## config.mk

```make
export PLATFORM = sky130hd
export DESIGN_NAME = dcsp_top
export DESIGN_NICKNAME = d
export VERILOG_FILES = /design/src/core/dcsp_pkg.sv /design/src/core/dcsp_cfg_if.sv /design/src/core/dcsp_top.sv /design/src/core/dcsp_regs.sv
export VERILOG_INCLUDE_DIRS = /design/src /design/src/core
export SDC_FILE = /design/constraint.sdc
export NUM_CORES = 1
export LEC_CHECK = 0
export BUFFER_PORTS_ARGS = -buffer_cell sky130_fd_sc_hd__buf_2
export CORE_ASPECT_RATIO = 0.5
export CORE_MARGIN = 8
export CORE_UTILIZATION = 45
export DETAILED_ROUTE_END_ITERATION = 10
export SLEW_MARGIN = 20
export SYNTH_ARGS = -nofsm -noshare
export SYNTH_HDL_FRONTEND = slang
export SYNTH_HIERARCHICAL = 1
export SYNTH_SLANG_ARGS = --single-unit
export TNS_END_PERCENT = 30
```

## constraint.sdc

```tcl
create_clock -name i_clk -period 4 [get_ports i_clk]
set_clock_uncertainty 0.2 [all_clocks]
set_input_delay 0.8 -clock i_clk [delete_from_list [all_inputs] [get_ports i_clk]]
set_output_delay 0.8 -clock i_clk [all_outputs]
set_load 0.01 [all_outputs]
```

## src/core/dcsp_map.svh

```systemverilog
// dcsp_map.svh: register offsets, field positions, reset values and counts
// assumes an 8-bit register port at the printed byte offsets
`ifndef DCSP_MAP_SVH
`define DCSP_MAP_SVH

// ----------------------------------------
// register offsets
// ----------------------------------------
`define DCSP_OFS_MODE      8'h0d
`define DCSP_OFS_CMP_LO     8'h0e
`define DCSP_OFS_CMP_HI     8'h0f
`define DCSP_OFS_S1_0       8'h10
`define DCSP_OFS_S1_1       8'h11
`define DCSP_OFS_S1_2       8'h12
`define DCSP_OFS_S2_0       8'h13
`define DCSP_OFS_S2_1       8'h14
`define DCSP_OFS_S2_2       8'h15
`define DCSP_OFS_STRIDE_LO  8'h16
`define DCSP_OFS_STRIDE_HI  8'h17
`define DCSP_OFS_PAN        8'h18
`define DCSP_OFS_STATUS     8'h20

// ----------------------------------------
// mode register fields
// ----------------------------------------
`define DCSP_MODE_LCD_BIT   0
`define DCSP_MODE_CRT_BIT   1
`define DCSP_MODE_BPP_LSB   2
`define DCSP_MODE_OPT_LSB   5

// ----------------------------------------
// reset values
// ----------------------------------------
`define DCSP_RST_MODE       7'h00
`define DCSP_RST_CMP        10'h3ff
`define DCSP_RST_ADDR       20'h0_0000
`define DCSP_RST_STRIDE     10'h000
`define DCSP_RST_PAN        8'h00

// ----------------------------------------
// timing
// ----------------------------------------
`define DCSP_PWR_FRAMES     3'h4

`endif

```

## src/core/dcsp_pkg.sv

```systemverilog
// dcsp_pkg: types shared by the display configuration block
// assumes dcsp_map.svh is on the include path
package dcsp_pkg;

    typedef enum logic [1:0] {
        DCSP_OPT_NORMAL = 2'h0,
        DCSP_OPT_DOUBLE = 2'h1,
        DCSP_OPT_ILACE  = 2'h2,
        DCSP_OPT_EVEN   = 2'h3
    } dcsp_opt_e;

    // gray sequence off -> up -> on -> down -> off
    typedef enum logic [1:0] {
        DCSP_PWR_OFF  = 2'h0,
        DCSP_PWR_UP   = 2'h1,
        DCSP_PWR_ON   = 2'h3,
        DCSP_PWR_DOWN = 2'h2
    } dcsp_pwr_e;

    typedef logic [19:0] dcsp_addr_t;

endpackage

```

## src/core/dcsp_cfg_if.sv

```systemverilog
// dcsp_cfg_if: programmed configuration from the register store to the core
// assumes one clock domain shared by both ends
`timescale 1ns/1ps
interface dcsp_cfg_if;
    import dcsp_pkg::*;
    logic [6:0]  mode;
    logic [9:0]  cmp;
    dcsp_addr_t  s1;
    dcsp_addr_t  s2;
    logic [9:0]  stride;
    logic [7:0]  pan;

    modport store (output mode, output cmp, output s1, output s2,
                   output stride, output pan);
    modport core  (input mode, input cmp, input s1, input s2,
                   input stride, input pan);
endinterface

```

## src/core/dcsp_top.sv

```systemverilog
// dcsp_top: display configuration, split screen, line addressing, panning
// assumes line and frame strobes from the display timing block, one clock
//
// Decided for this implementation: the address-and-strobe port.
`timescale 1ns/1ps
`include "dcsp_map.svh"
module dcsp_top (
    input  wire logic                i_clk,
    input  wire logic                i_rstn,
    input  wire logic [7:0]          i_addr,
    input  wire logic [7:0]          i_wdata,
    input  wire logic                i_wr,
    input  wire logic                i_rd,
    output logic [7:0]               o_rdata,
    input  wire logic                i_frame_start,
    input  wire logic                i_line_start,
    input  wire logic [9:0]          i_vdisp_lines,
    input  wire logic                i_tft,
    output dcsp_pkg::dcsp_addr_t     o_line_addr,
    output logic                     o_line_valid,
    output logic                     o_screen2,
    output logic [3:0]               o_pan,
    output logic                     o_crt_line_en,
    output logic                     o_lcd_line_en,
    output logic                     o_lcd_line_pulse,
    output logic [4:0]               o_bpp,
    output logic                     o_lut_bypass,
    output logic [4:0]               o_lcd_depth,
    output logic                     o_crt_sig_en,
    output logic                     o_lcd_power,
    output logic                     o_lcd_sig_en
);
    import dcsp_pkg::*;
    dcsp_cfg_if cfg ();
    dcsp_regs u_regs (
        .i_clk   (i_clk),
        .i_rstn  (i_rstn),
        .i_addr  (i_addr),
        .i_wdata (i_wdata),
        .i_wr    (i_wr),
        .cfg     (cfg)
    );
    // ----------------------------------------
    // decode helpers
    // ----------------------------------------
    function automatic logic [4:0] bpp_of(input logic [2:0] code);
        case (code)
            3'h0:    bpp_of = 5'd1;
            3'h1:    bpp_of = 5'd2;
            3'h2:    bpp_of = 5'd4;
            3'h3:    bpp_of = 5'd8;
            3'h4:    bpp_of = 5'd15;
            3'h5:    bpp_of = 5'd16;
            default: bpp_of = 5'd0;
        endcase
    endfunction
    // wider depths keep no sub-word pan, so the field is masked to zero
    function automatic logic [3:0] pan_mask(input logic [2:0] code);
        case (code)
            3'h0:    pan_mask = 4'hf;
            3'h1:    pan_mask = 4'h7;
            3'h2:    pan_mask = 4'h3;
            default: pan_mask = 4'h0;
        endcase
    endfunction
    logic [2:0] bpp_code;
    dcsp_opt_e  opt;
    logic       bypass;
    assign bpp_code = cfg.mode[`DCSP_MODE_BPP_LSB +: 3];
    assign opt      = dcsp_opt_e'(cfg.mode[`DCSP_MODE_OPT_LSB +: 2]);
    assign bypass   = (bpp_code == 3'h4) || (bpp_code == 3'h5);
    // ----------------------------------------
    // static mode outputs
    // ----------------------------------------
    logic [4:0] bpp_reg,   bpp_next;
    logic       byp_reg,   byp_next;
    logic [4:0] depth_reg, depth_next;
    logic       crt_reg,   crt_next;
    always_comb begin
        bpp_next   = bpp_of(bpp_code);
        byp_next   = bypass;
        depth_next = (bypass && !i_tft) ? 5'd12 : bpp_of(bpp_code);
        crt_next   = cfg.mode[`DCSP_MODE_CRT_BIT] && !bypass;
    end
    always_ff @(posedge i_clk or negedge i_rstn) begin
        if (!i_rstn) begin
            bpp_reg   <= 5'd0;
            byp_reg   <= 1'b0;
            depth_reg <= 5'd0;
            crt_reg   <= 1'b0;
        end else begin
            bpp_reg   <= bpp_next;
            byp_reg   <= byp_next;
            depth_reg <= depth_next;
            crt_reg   <= crt_next;
        end
    end
    // ----------------------------------------
    // LCD power sequencing
    // ----------------------------------------
    dcsp_pwr_e  pwr_reg,   pwr_next;
    logic       lcd_q_reg, lcd_q_next;
    logic [2:0] pcnt_reg,  pcnt_next;
    logic       lcd_en;
    assign lcd_en = cfg.mode[`DCSP_MODE_LCD_BIT];
    always_comb begin
        pwr_next   = pwr_reg;
        lcd_q_next = lcd_en;
        pcnt_next  = pcnt_reg;
        if (i_frame_start && pcnt_reg != 3'h0) begin
            pcnt_next = pcnt_reg - 3'h1;
        end
        if (lcd_en && !lcd_q_reg) begin
            pwr_next  = DCSP_PWR_UP;
            pcnt_next = `DCSP_PWR_FRAMES;
        end else if (!lcd_en && lcd_q_reg) begin
            pwr_next  = DCSP_PWR_DOWN;
            pcnt_next = `DCSP_PWR_FRAMES;
        end else begin
            case (pwr_reg)
                DCSP_PWR_UP:   if (pcnt_reg == 3'h0) pwr_next = DCSP_PWR_ON;
                DCSP_PWR_DOWN: if (pcnt_reg == 3'h0) pwr_next = DCSP_PWR_OFF;
                default:       pwr_next = pwr_reg;
            endcase
        end
    end
    always_ff @(posedge i_clk or negedge i_rstn) begin
        if (!i_rstn) begin
            pwr_reg   <= DCSP_PWR_OFF;
            lcd_q_reg <= 1'b0;
            pcnt_reg  <= 3'h0;
        end else begin
            pwr_reg   <= pwr_next;
            lcd_q_reg <= lcd_q_next;
            pcnt_reg  <= pcnt_next;
        end
    end
    // ----------------------------------------
    // frame shadow and line addressing
    // ----------------------------------------
    // shadows stop a mid-frame write from tearing the split or the pan
    logic [9:0]  cmp_sh_reg,  cmp_sh_next;
    dcsp_addr_t  s2_sh_reg,   s2_sh_next;
    logic [7:0]  pan_sh_reg,  pan_sh_next;
    logic        odd_reg,     odd_next;
    logic [10:0] cline_reg,   cline_next;
    logic [9:0]  row_reg,     row_next;
    dcsp_addr_t  addr_reg,    addr_next;
    logic        scr2_reg,    scr2_next;
    dcsp_addr_t  oaddr_reg,   oaddr_next;
    logic        ovld_reg,    ovld_next;
    logic        oscr2_reg,   oscr2_next;
    logic [3:0]  opan_reg,    opan_next;
    logic        ocrt_reg,    ocrt_next;
    logic        olcd_reg,    olcd_next;
    logic        opls_reg,    opls_next;
    logic        adv;
    logic        lcd_take;
    always_comb begin
        cmp_sh_next = cmp_sh_reg;
        s2_sh_next  = s2_sh_reg;
        pan_sh_next = pan_sh_reg;
        odd_next    = odd_reg;
        cline_next  = cline_reg;
        row_next    = row_reg;
        addr_next   = addr_reg;
        scr2_next   = scr2_reg;
        oaddr_next  = oaddr_reg;
        oscr2_next  = oscr2_reg;
        opan_next   = opan_reg;
        ocrt_next   = 1'b0;
        olcd_next   = 1'b0;
        opls_next   = 1'b0;
        ovld_next   = 1'b0;
        adv         = (opt != DCSP_OPT_DOUBLE) || cline_reg[0];
        case (opt)
            DCSP_OPT_NORMAL: lcd_take = 1'b1;
            DCSP_OPT_DOUBLE: lcd_take = 1'b1;
            DCSP_OPT_ILACE:  lcd_take = cline_reg[0] ^ odd_reg;
            DCSP_OPT_EVEN:   lcd_take = cline_reg[0];
            default:         lcd_take = 1'b1;
        endcase
        if (i_frame_start) begin
            cmp_sh_next = cfg.cmp;
            s2_sh_next  = cfg.s2;
            pan_sh_next = cfg.pan;
            odd_next    = !odd_reg;
            cline_next  = 11'h000;
            row_next    = 10'h000;
            addr_next   = cfg.s1;
            scr2_next   = 1'b0;
        end else if (i_line_start) begin
            oaddr_next = addr_reg;
            oscr2_next = scr2_reg;
            opan_next  = (scr2_reg ? pan_sh_reg[7:4] : pan_sh_reg[3:0])
                         & pan_mask(bpp_code);
            ovld_next  = 1'b1;
            ocrt_next  = crt_reg;
            olcd_next  = lcd_take && (pwr_reg == DCSP_PWR_ON);
            opls_next  = olcd_next && adv;
            cline_next = cline_reg + 11'h001;
            if (adv) begin
                row_next = row_reg + 10'h001;
                if (row_reg == cmp_sh_reg && cmp_sh_reg < i_vdisp_lines) begin
                    addr_next = s2_sh_reg;
                    scr2_next = 1'b1;
                end else begin
                    addr_next = addr_reg + {10'h000, cfg.stride};
                end
            end
        end
    end
    always_ff @(posedge i_clk or negedge i_rstn) begin
        if (!i_rstn) begin
            cmp_sh_reg <= `DCSP_RST_CMP;
            s2_sh_reg  <= `DCSP_RST_ADDR;
            pan_sh_reg <= `DCSP_RST_PAN;
            odd_reg    <= 1'b0;
            cline_reg  <= 11'h000;
            row_reg    <= 10'h000;
            addr_reg   <= `DCSP_RST_ADDR;
            scr2_reg   <= 1'b0;
            oaddr_reg  <= `DCSP_RST_ADDR;
            ovld_reg   <= 1'b0;
            oscr2_reg  <= 1'b0;
            opan_reg   <= 4'h0;
            ocrt_reg   <= 1'b0;
            olcd_reg   <= 1'b0;
            opls_reg   <= 1'b0;
        end else begin
            cmp_sh_reg <= cmp_sh_next;
            s2_sh_reg  <= s2_sh_next;
            pan_sh_reg <= pan_sh_next;
            odd_reg    <= odd_next;
            cline_reg  <= cline_next;
            row_reg    <= row_next;
            addr_reg   <= addr_next;
            scr2_reg   <= scr2_next;
            oaddr_reg  <= oaddr_next;
            ovld_reg   <= ovld_next;
            oscr2_reg  <= oscr2_next;
            opan_reg   <= opan_next;
            ocrt_reg   <= ocrt_next;
            olcd_reg   <= olcd_next;
            opls_reg   <= opls_next;
        end
    end
    // ----------------------------------------
    // register read port
    // ----------------------------------------
    logic [7:0] rd_reg, rd_next;
    always_comb begin
        rd_next = 8'h00;
        if (i_rd) begin
            case (i_addr)
                `DCSP_OFS_MODE:      rd_next = {1'b0, cfg.mode};
                `DCSP_OFS_CMP_LO:    rd_next = cfg.cmp[7:0];
                `DCSP_OFS_CMP_HI:    rd_next = {6'h00, cfg.cmp[9:8]};
                `DCSP_OFS_S1_0:      rd_next = cfg.s1[7:0];
                `DCSP_OFS_S1_1:      rd_next = cfg.s1[15:8];
                `DCSP_OFS_S1_2:      rd_next = {4'h0, cfg.s1[19:16]};
                `DCSP_OFS_S2_0:      rd_next = cfg.s2[7:0];
                `DCSP_OFS_S2_1:      rd_next = cfg.s2[15:8];
                `DCSP_OFS_S2_2:      rd_next = {4'h0, cfg.s2[19:16]};
                `DCSP_OFS_STRIDE_LO: rd_next = cfg.stride[7:0];
                `DCSP_OFS_STRIDE_HI: rd_next = {6'h00, cfg.stride[9:8]};
                `DCSP_OFS_PAN:       rd_next = cfg.pan;
                `DCSP_OFS_STATUS:    rd_next = {4'h0, scr2_reg, odd_reg, pwr_reg};
                default:             rd_next = 8'h00;
            endcase
        end
    end
    always_ff @(posedge i_clk or negedge i_rstn) begin
        if (!i_rstn) begin
            rd_reg <= 8'h00;
        end else begin
            rd_reg <= rd_next;
        end
    end
    // ----------------------------------------
    // outputs
    // ----------------------------------------
    assign o_rdata          = rd_reg;
    assign o_line_addr      = oaddr_reg;
    assign o_line_valid     = ovld_reg;
    assign o_screen2        = oscr2_reg;
    assign o_pan            = opan_reg;
    assign o_crt_line_en    = ocrt_reg;
    assign o_lcd_line_en    = olcd_reg;
    assign o_lcd_line_pulse = opls_reg;
    assign o_bpp            = bpp_reg;
    assign o_lut_bypass     = byp_reg;
    assign o_lcd_depth      = depth_reg;
    assign o_crt_sig_en     = crt_reg;
    assign o_lcd_power      = (pwr_reg != DCSP_PWR_OFF);
    assign o_lcd_sig_en     = (pwr_reg == DCSP_PWR_ON);
endmodule

```

## src/core/dcsp_regs.sv

```systemverilog
// dcsp_regs: writable configuration registers of the display block
// assumes single-cycle write strobes from the top-level register port
`timescale 1ns/1ps
`include "dcsp_map.svh"
module dcsp_regs (
    input  wire logic       i_clk,
    input  wire logic       i_rstn,
    input  wire logic [7:0] i_addr,
    input  wire logic [7:0] i_wdata,
    input  wire logic       i_wr,
    dcsp_cfg_if.store       cfg
);
    import dcsp_pkg::*;

    logic [6:0] mode_reg,   mode_next;
    logic [9:0] cmp_reg,    cmp_next;
    dcsp_addr_t s1_reg,     s1_next;
    dcsp_addr_t s2_reg,     s2_next;
    logic [9:0] stride_reg, stride_next;
    logic [7:0] pan_reg,    pan_next;

    // ----------------------------------------
    // write decode
    // ----------------------------------------
    always_comb begin
        mode_next   = mode_reg;
        cmp_next    = cmp_reg;
        s1_next     = s1_reg;
        s2_next     = s2_reg;
        stride_next = stride_reg;
        pan_next    = pan_reg;
        if (i_wr) begin
            case (i_addr)
                `DCSP_OFS_MODE:      mode_next         = i_wdata[6:0];
                `DCSP_OFS_CMP_LO:    cmp_next[7:0]     = i_wdata;
                `DCSP_OFS_CMP_HI:    cmp_next[9:8]     = i_wdata[1:0];
                `DCSP_OFS_S1_0:      s1_next[7:0]      = i_wdata;
                `DCSP_OFS_S1_1:      s1_next[15:8]     = i_wdata;
                `DCSP_OFS_S1_2:      s1_next[19:16]    = i_wdata[3:0];
                `DCSP_OFS_S2_0:      s2_next[7:0]      = i_wdata;
                `DCSP_OFS_S2_1:      s2_next[15:8]     = i_wdata;
                `DCSP_OFS_S2_2:      s2_next[19:16]    = i_wdata[3:0];
                `DCSP_OFS_STRIDE_LO: stride_next[7:0]  = i_wdata;
                `DCSP_OFS_STRIDE_HI: stride_next[9:8]  = i_wdata[1:0];
                `DCSP_OFS_PAN:       pan_next          = i_wdata;
                default:             mode_next         = mode_reg;
            endcase
        end
    end

    always_ff @(posedge i_clk or negedge i_rstn) begin
        if (!i_rstn) begin
            mode_reg   <= `DCSP_RST_MODE;
            cmp_reg    <= `DCSP_RST_CMP;
            s1_reg     <= `DCSP_RST_ADDR;
            s2_reg     <= `DCSP_RST_ADDR;
            stride_reg <= `DCSP_RST_STRIDE;
            pan_reg    <= `DCSP_RST_PAN;
        end else begin
            mode_reg   <= mode_next;
            cmp_reg    <= cmp_next;
            s1_reg     <= s1_next;
            s2_reg     <= s2_next;
            stride_reg <= stride_next;
            pan_reg    <= pan_next;
        end
    end

    assign cfg.mode   = mode_reg;
    assign cfg.cmp    = cmp_reg;
    assign cfg.s1     = s1_reg;
    assign cfg.s2     = s2_reg;
    assign cfg.stride = stride_reg;
    assign cfg.pan    = pan_reg;

endmodule

```

; After elaboration in Yosys (flattened, before gate mapping)
; Cells that the tools add are included.
[word_totals]
reg_bits = 211
latchBits = 0
ram_bits = 0
mem_bits_ro = 0
input_bits = 33
output_inout_bits = 51
word_cells = 151
n_memories = 0
[op_classes]
n_addsub = 4
mul = 0
div_mod_pow = 0
n_lt_le_gt_ge = 1
eq_ne = 28
shifts = 0
mux = 38
bitwise_logic = 3
reduce_logical = 42
[ops]
columns = operator, count
row1 = $pmux W8 S13, 1
row2 = $mux W20, 4
row3 = $eq A8 B5 Y1 const B, 9
row4 = $mux W10, 3
row5 = $pmux W5 S6, 1
row6 = $reduce_and A2 Y1, 14
row7 = $eq A8 B4 Y1 const B, 3
row8 = $mux W11, 2
row9 = $add A20 B10 Y20, 1
row10 = $mux W1, 12
row11 = $mux W4, 3
row12 = $pmux W4 S3, 1
row13 = $add A11 B1 Y11 const B, 1
row14 = $add A10 B1 Y10 const B, 1
row15 = $eq A10 B10 Y1, 1
row16 = $lt A10 B10 Y1, 1
row17 = $mux W3, 3
row18 = $eq A2 B2 Y1 const B, 4
row19 = $eq A8 B6 Y1 const B, 1
row20 = $logic_and A1 B1 Y1, 8
row21 = $mux W2, 4
row22 = $mux W8, 1
row23 = $ne A4 B4 Y1 const B, 2
row24 = $reduce_bool A2 Y1, 4
row25 = 20 further kinds, 31

; Depth between registers and ports, before layout
[logic_depth]
word_depth = 7
depth_mapped = 10
depth_no_buf = 10

; Cells and area by module
; Netlist, hierarchy kept.
[modules_own_cells]
columns = module, n_inst, cells_each, area_per_inst_um2, seq_area_each_um2
row1 = dcsp_top, 1, 707, 6845.3, 3165.5
row2 = dcsp_regs, 1, 176, 3002.9, 1889.3

; Worst setup path before layout
; Ideal clock, no wire load.
[synth_timing]
path_type = input-to-reg
startpoint = in i_vdisp_lines[4]
endpoint = reg addr_reg[1]
arrival_ns = 2.453
required_time_ns = 3.670
setup_slack_ns = 1.217
stages = 9
n_path_buf = 1
path_cell_list = inv_1 > ha_1 > a21o_1 > a211oi_1 > a21o_1 > clkbuf_1 > a21oi_1 > a211oi_1 > o21ai_0
[synth_between]
elab_chain_cells = 6
[synth_rtl]
columns = element, line
row1 = start: declaration, dcsp_top.sv:17  ; input wire logic [9:0] i_vdisp_lines,
row2 = $lt A10 B10 Y1, dcsp_top.sv:204  ; if (row_reg == cmp_sh_reg && cmp_sh_reg < i_vdisp_lines) begin
row3 = $logic_and A1 B1 Y1, dcsp_top.sv:204
row4 = $mux W20, dcsp_top.sv:204
row5 = $mux W20, dcsp_top.sv:202  ; if (adv) begin
row6 = $mux W20, dcsp_top.sv:192  ; end else if (i_line_start) begin
row7 = $mux W20, dcsp_top.sv:183  ; if (i_frame_start) begin
row8 = end signal: assignment, dcsp_top.sv:221  ; addr_reg <= `DCSP_RST_ADDR;
row9 = end signal: assignment, dcsp_top.sv:237  ; addr_reg <= addr_next;
row10 = end: declaration, dcsp_top.sv:148  ; dcsp_addr_t addr_reg, addr_next;
; No other way between the ends. The select of a mux whose other input is x is not followed.
; A chain may end at the register's enable or synchronous reset.

; Final worst setup path
[layout_timing]
startpoint = reg u_regs.stride_reg[0] (netlist: u_regs/cfg.stride[0])
endpoint = reg addr_reg[16]
[layout_between]
elab_chain_cells = 5
[layout_rtl]
columns = element, line
row1 = start: declaration, dcsp_regs.sv:19  ; logic [9:0] stride_reg, stride_next;
row2 = start signal: assignment, dcsp_regs.sv:57  ; stride_reg <= `DCSP_RST_STRIDE;
row3 = start signal: assignment, dcsp_regs.sv:64  ; stride_reg <= stride_next;
row4 = $add A20 B10 Y20, dcsp_top.sv:208  ; addr_next = addr_reg + {10'h000, cfg.stride};
row5 = $mux W20, dcsp_top.sv:204
row6 = $mux W20, dcsp_top.sv:202
row7 = $mux W20, dcsp_top.sv:192
row8 = $mux W20, dcsp_top.sv:183
; No other way between the ends. The select of a mux whose other input is x is not followed.

==> impl_metrics.prom <==
# TYPE chip_impl_metric gauge
chip_impl_info{name="run_status",value="completed"} 1
chip_impl_metric{name="worst_ir_drop_vdd",unit="mV"} 0.236
chip_impl_metric{name="critPathArrivalTime",unit="ns"} 3.29
chip_impl_metric{name="detail_route.iter0.violations",unit=""} 998
chip_impl_metric{name="place.detailed.hpwl",unit="um"} 20700
chip_impl_info{name="main_combinational_cell_family_by_area_after_synthesis",value="multiplexers"} 1
chip_impl_metric{name="timing.final.crit_period",unit="ns"} 3.04
chip_impl_metric{name="dieHeight",unit="um"} 121
chip_impl_metric{name="clkSinkCount",unit=""} 201
chip_impl_metric{name="timing.critical_path.fanout_max",unit=""} 4
chip_impl_info{name="synth_commonest_cells",value="dfrtp_1 (181), mux2_2 (118), nand2_1 (116)"} 1
chip_impl_metric{name="yosysWarningCount",unit=""} 6
chip_impl_info{name="synth_most_common_cell",value="dfrtp_1"} 1
chip_impl_metric{name="tritoncts.num_buffers",unit=""} 20
chip_impl_metric{name="critPathRequiredTime",unit="ns"} 4.25
chip_impl_info{name="rsz0062_at_grt",value="no"} 1
chip_impl_metric{name="fp-row-count",unit=""} 38
chip_impl_metric{name="maxSlewHeadroom",unit="%"} 34.5
chip_impl_metric{name="yosys.cell_types.count",unit=""} 70
chip_impl_metric{name="setup_viol",unit=""} 0
chip_impl_metric{name="tns",unit="ns"} 0
chip_impl_metric{name="routed_via_density",unit=""} 5.76
chip_impl_metric{name="placeableCoreArea",unit="sq um"} 21600
chip_impl_metric{name="r2r_cells",unit=""} 10
chip_impl_metric{name="post_route_core_utilization",unit="%"} 52.5
chip_impl_metric{name="leakagePower",unit="nW"} 5.49
chip_impl_metric{name="fraction_of_the_mapped_netlist_area_in_adder_cells",unit="%"} 3.25
chip_impl_metric{name="syn_to_final_growth",unit="%"} 15.1
chip_impl_info{name="synth_top_cells_by_area",value="dfrtp_1 (46%), mux2_2 (13%), dfstp_2 (5.3%), nand2_1 (4.4%), ha_1 (3.0%)"} 1
chip_impl_metric{name="clk_path_buf_depth",unit=""} 3
chip_impl_info{name="critPathSlowestCell",value="a211oi_1"} 1
chip_impl_info{name="timing.setup.critical_path_class",value="reg -> reg"} 1
chip_impl_metric{name="yosys_register_bits",unit=""} 201
chip_impl_metric{name="final_net_count",unit=""} 1015
chip_impl_metric{name="clkSlewWorstSetupHoldPaths",unit="ns"} 0.07
chip_impl_info{name="synth_top_cell_by_area",value="dfrtp_1"} 1
chip_impl_metric{name="gpl.final_weighted_congestion",unit=""} 0.907
chip_impl_metric{name="synth-simple-area-share",unit="%"} 14.5
chip_impl_metric{name="post_synth.cell_area_avg",unit="sq um"} 11.2
chip_impl_metric{name="route.antenna.remaining_nets",unit=""} 0
chip_impl_metric{name="initial_core_util",unit="%"} 45.6
chip_impl_metric{name="grt_first_pass_wirelength",unit="um"} 44300
chip_impl_info{name="yosys_most_used_dff",value="dfrtp_1"} 1
chip_impl_metric{name="post_synthesis_share_of_cell_area_spent_on_xor_and_xnor_gates",unit="%"} 3.11
chip_impl_metric{name="finalNonFillerCells",unit=""} 1271
chip_impl_metric{name="io_buffers",unit=""} 83
chip_impl_metric{name="asyncSetResetFlopFracSynth",unit="%"} 100
chip_impl_metric{name="number_of_antenna_violations_at_the_first_check_in_global_routing",unit=""} 2
chip_impl_metric{name="post_route_cell_area",unit="sq um"} 11300
chip_impl_metric{name="synth_compound_area_share",unit="%"} 10.1
chip_impl_metric{name="drc",unit=""} 0
chip_impl_info{name="clk_tree_root_cell",value="clkbuf_16"} 1
chip_impl_metric{name="insertedDiodeCount",unit=""} 0
chip_impl_info{name="cts_tree",value="yes"} 1
chip_impl_metric{name="power_density",unit="nW/um^2"} 459
chip_impl_metric{name="regToRegSetupSlack",unit="ns"} 0.96
chip_impl_info{name="hold_class",value="in -> async"} 1
chip_impl_metric{name="max-cap-violations",unit=""} 0
chip_impl_info{name="crit_path_start_kind",value="flop"} 1
chip_impl_metric{name="finalHoldWorstSlack",unit="ns"} 0.0905
chip_impl_metric{name="max_stage_delay",unit="ns"} 0.50
chip_impl_metric{name="num_vias",unit=""} 7318
chip_impl_metric{name="hold_viol",unit=""} 0
chip_impl_metric{name="ctsHtreeMaxLevel",unit=""} 1
chip_impl_metric{name="fraction_of_post_synthesis_cell_area_in_the_top_cell_type_by_area",unit="%"} 46.0
chip_impl_metric{name="yosys-mux-area-fraction",unit="%"} 15.2
chip_impl_metric{name="layout-drive-gt1-share",unit="%"} 29.6
chip_impl_metric{name="detail_route.wirelength",unit="um"} 28500
chip_impl_info{name="r2r_start",value="u_regs/cfg.stride[0]$_DFFE_PN0P_"} 1
chip_impl_metric{name="total_global_routing_track_utilization",unit="%"} 21.1
chip_impl_metric{name="fraction_of_the_cycle_the_final_worst_path_needs",unit="%"} 75.9
chip_impl_metric{name="pin_count_of_the_biggest_net_entering_global_routing",unit=""} 90
chip_impl_metric{name="synthesis.instances",unit=""} 883
chip_impl_metric{name="die-area",unit="sq um"} 27200
chip_impl_metric{name="clkLatencyLatePin",unit="ns"} 0.52
chip_impl_metric{name="grt_pass1_vias",unit=""} 7087
chip_impl_metric{name="maxSlewViolCount",unit=""} 0
chip_impl_metric{name="postPlaceCellArea",unit="sq um"} 10600
chip_impl_metric{name="tightestPinTransition",unit="ns"} 0.978
chip_impl_metric{name="drt_pre_antenna_iters",unit=""} 5
chip_impl_info{name="timing.critical_path.to_type",value="flop"} 1
chip_impl_metric{name="ctsResizeCount",unit=""} 0
chip_impl_metric{name="chipWidth",unit="um"} 225
chip_impl_metric{name="synth_sequential_area_ratio",unit="%"} 51.3
chip_impl_metric{name="max_freq",unit="MHz"} 329
chip_impl_metric{name="top_level_port_count",unit=""} 84
chip_impl_metric{name="post_cts_hold_buffer_count",unit=""} 0
chip_impl_info{name="crit_chain",value="ha_1, inv_1, fa_1, nand2b_1, a21oi_1, o31ai_1, a211oi_1, nor2_1, or4_1, nand3_1"} 1
chip_impl_metric{name="syn-cell-area",unit="sq um"} 9850
chip_impl_metric{name="synth_nets",unit=""} 941
chip_impl_metric{name="synth-edff-count",unit=""} 0
chip_impl_metric{name="post_cts_buffers",unit=""} 0
chip_impl_metric{name="global_route.overflow_total",unit=""} 0
chip_impl_metric{name="post-place-cells",unit=""} 1235
chip_impl_info{name="crit-reg2reg-capture",value="addr_reg[16]$_DFFE_PN0P_"} 1
chip_impl_metric{name="wire_per_inst",unit="um"} 22.5
[final cells by class]
| class | count | area [sq um] |
|---|---|---|
| Tap cell | 300 | 375 |
| Clock inverter | 15 | 238 |
| Clock buffer | 21 | 526 |
| Fill cell | 1917 | 10300 |
| Timing Repair Buffer | 91 | 497 |
| Multi-Input combinational cell | 620 | 4550 |
| Inverter | 23 | 86.3 |
| Sequential cell | 201 | 5050 |
[report_power, final]
group | leakage, nW | switching (mW) | internal (mW)
Clock | 0.372 | 0.860 | 1.35
Combinational | 2.46 | 0.388 | 0.258
Sequential | 2.65 | 0.156 | 2.19
Total | 5.49 | 1.40 | 3.80
[metrics by stage]
stage | setup WS [ns] | total power, mW
3_3_place_gp | 0.832 | 3.00
4_1_cts | 1.01 | 5.23
2_1_floorplan | 1.22 | 2.73
6_report | 0.964 | 5.20
5_1_grt | 0.667 | 5.40
3_5_place_dp | 0.735 | 3.02
[cells in the final DEF (no fill, tap or decap), types with 9 or more instances in the layout]
cell       count
a21oi_1       28
a31oi_1       14
buf_2         82
clkbuf_16     21
dfrtp_1      181
dfstp_2       20
ha_1          24
inv_1         22
mux2_2       118
mux2i_1       15
nand2_1      116
nand2b_1      10
nand3_1       26
nor2_1        55
nor2b_1       11
o211ai_1       9
o21ai_0       25
xnor2_1       14
xor2_1        21
[worst max-delay path, delay by kind of cell (launching register included)]
kind / cells / cell delay, ns
flops: 1 / 0.42
simple gates: 4 / 0.84
compound gates: 3 / 0.88
fa+ha+maj: 2 / 0.59
buf+inv: 1 / 0.05
[worst max path at each step]
| stage | slack, ns | from | end | depth (start not counted) |
|---|---|---|---|---|
| 5_1_grt | 0.67 | u_regs/cfg.stride[0]$_DFFE_PN0P_ | addr_reg[16]$_DFFE_PN0P_ | 10 |
| 2_1_floorplan | 1.22 | i_vdisp_lines[4] | addr_reg[1]$_DFFE_PN0P_ | 9 |
| 4_1_cts | 1.01 | u_regs/cfg.stride[0]$_DFFE_PN0P_ | addr_reg[16]$_DFFE_PN0P_ | 10 |
| 3_5_place_dp | 0.73 | i_vdisp_lines[4] | addr_reg[4]$_DFFE_PN0P_ | 10 |
| 3_3_place_gp | 0.83 | i_vdisp_lines[4] | addr_reg[4]$_DFFE_PN0P_ | 10 |
| 6_report | 0.96 | u_regs/cfg.stride[0]$_DFFE_PN0P_ | addr_reg[16]$_DFFE_PN0P_ | 10 |
[cell families after synthesis]
family	count (synthesis)
simple gates	281
flops	201
compound gates	145
mux	134
buf+inv	62
xor+xnor	35
fa+ha+maj	25
[metal layers]
layer  vias to the layer above  global-route usage (%)  wire length (um)
li1                       3322                       -                 -
met1                      3688                    32.9             14200
met2                       271                    27.7             11100
met3                        35                    6.55              2770
met4                         2                    4.36               516
met5                         -                       0                 8
Power figures use the tool's default switching activity.
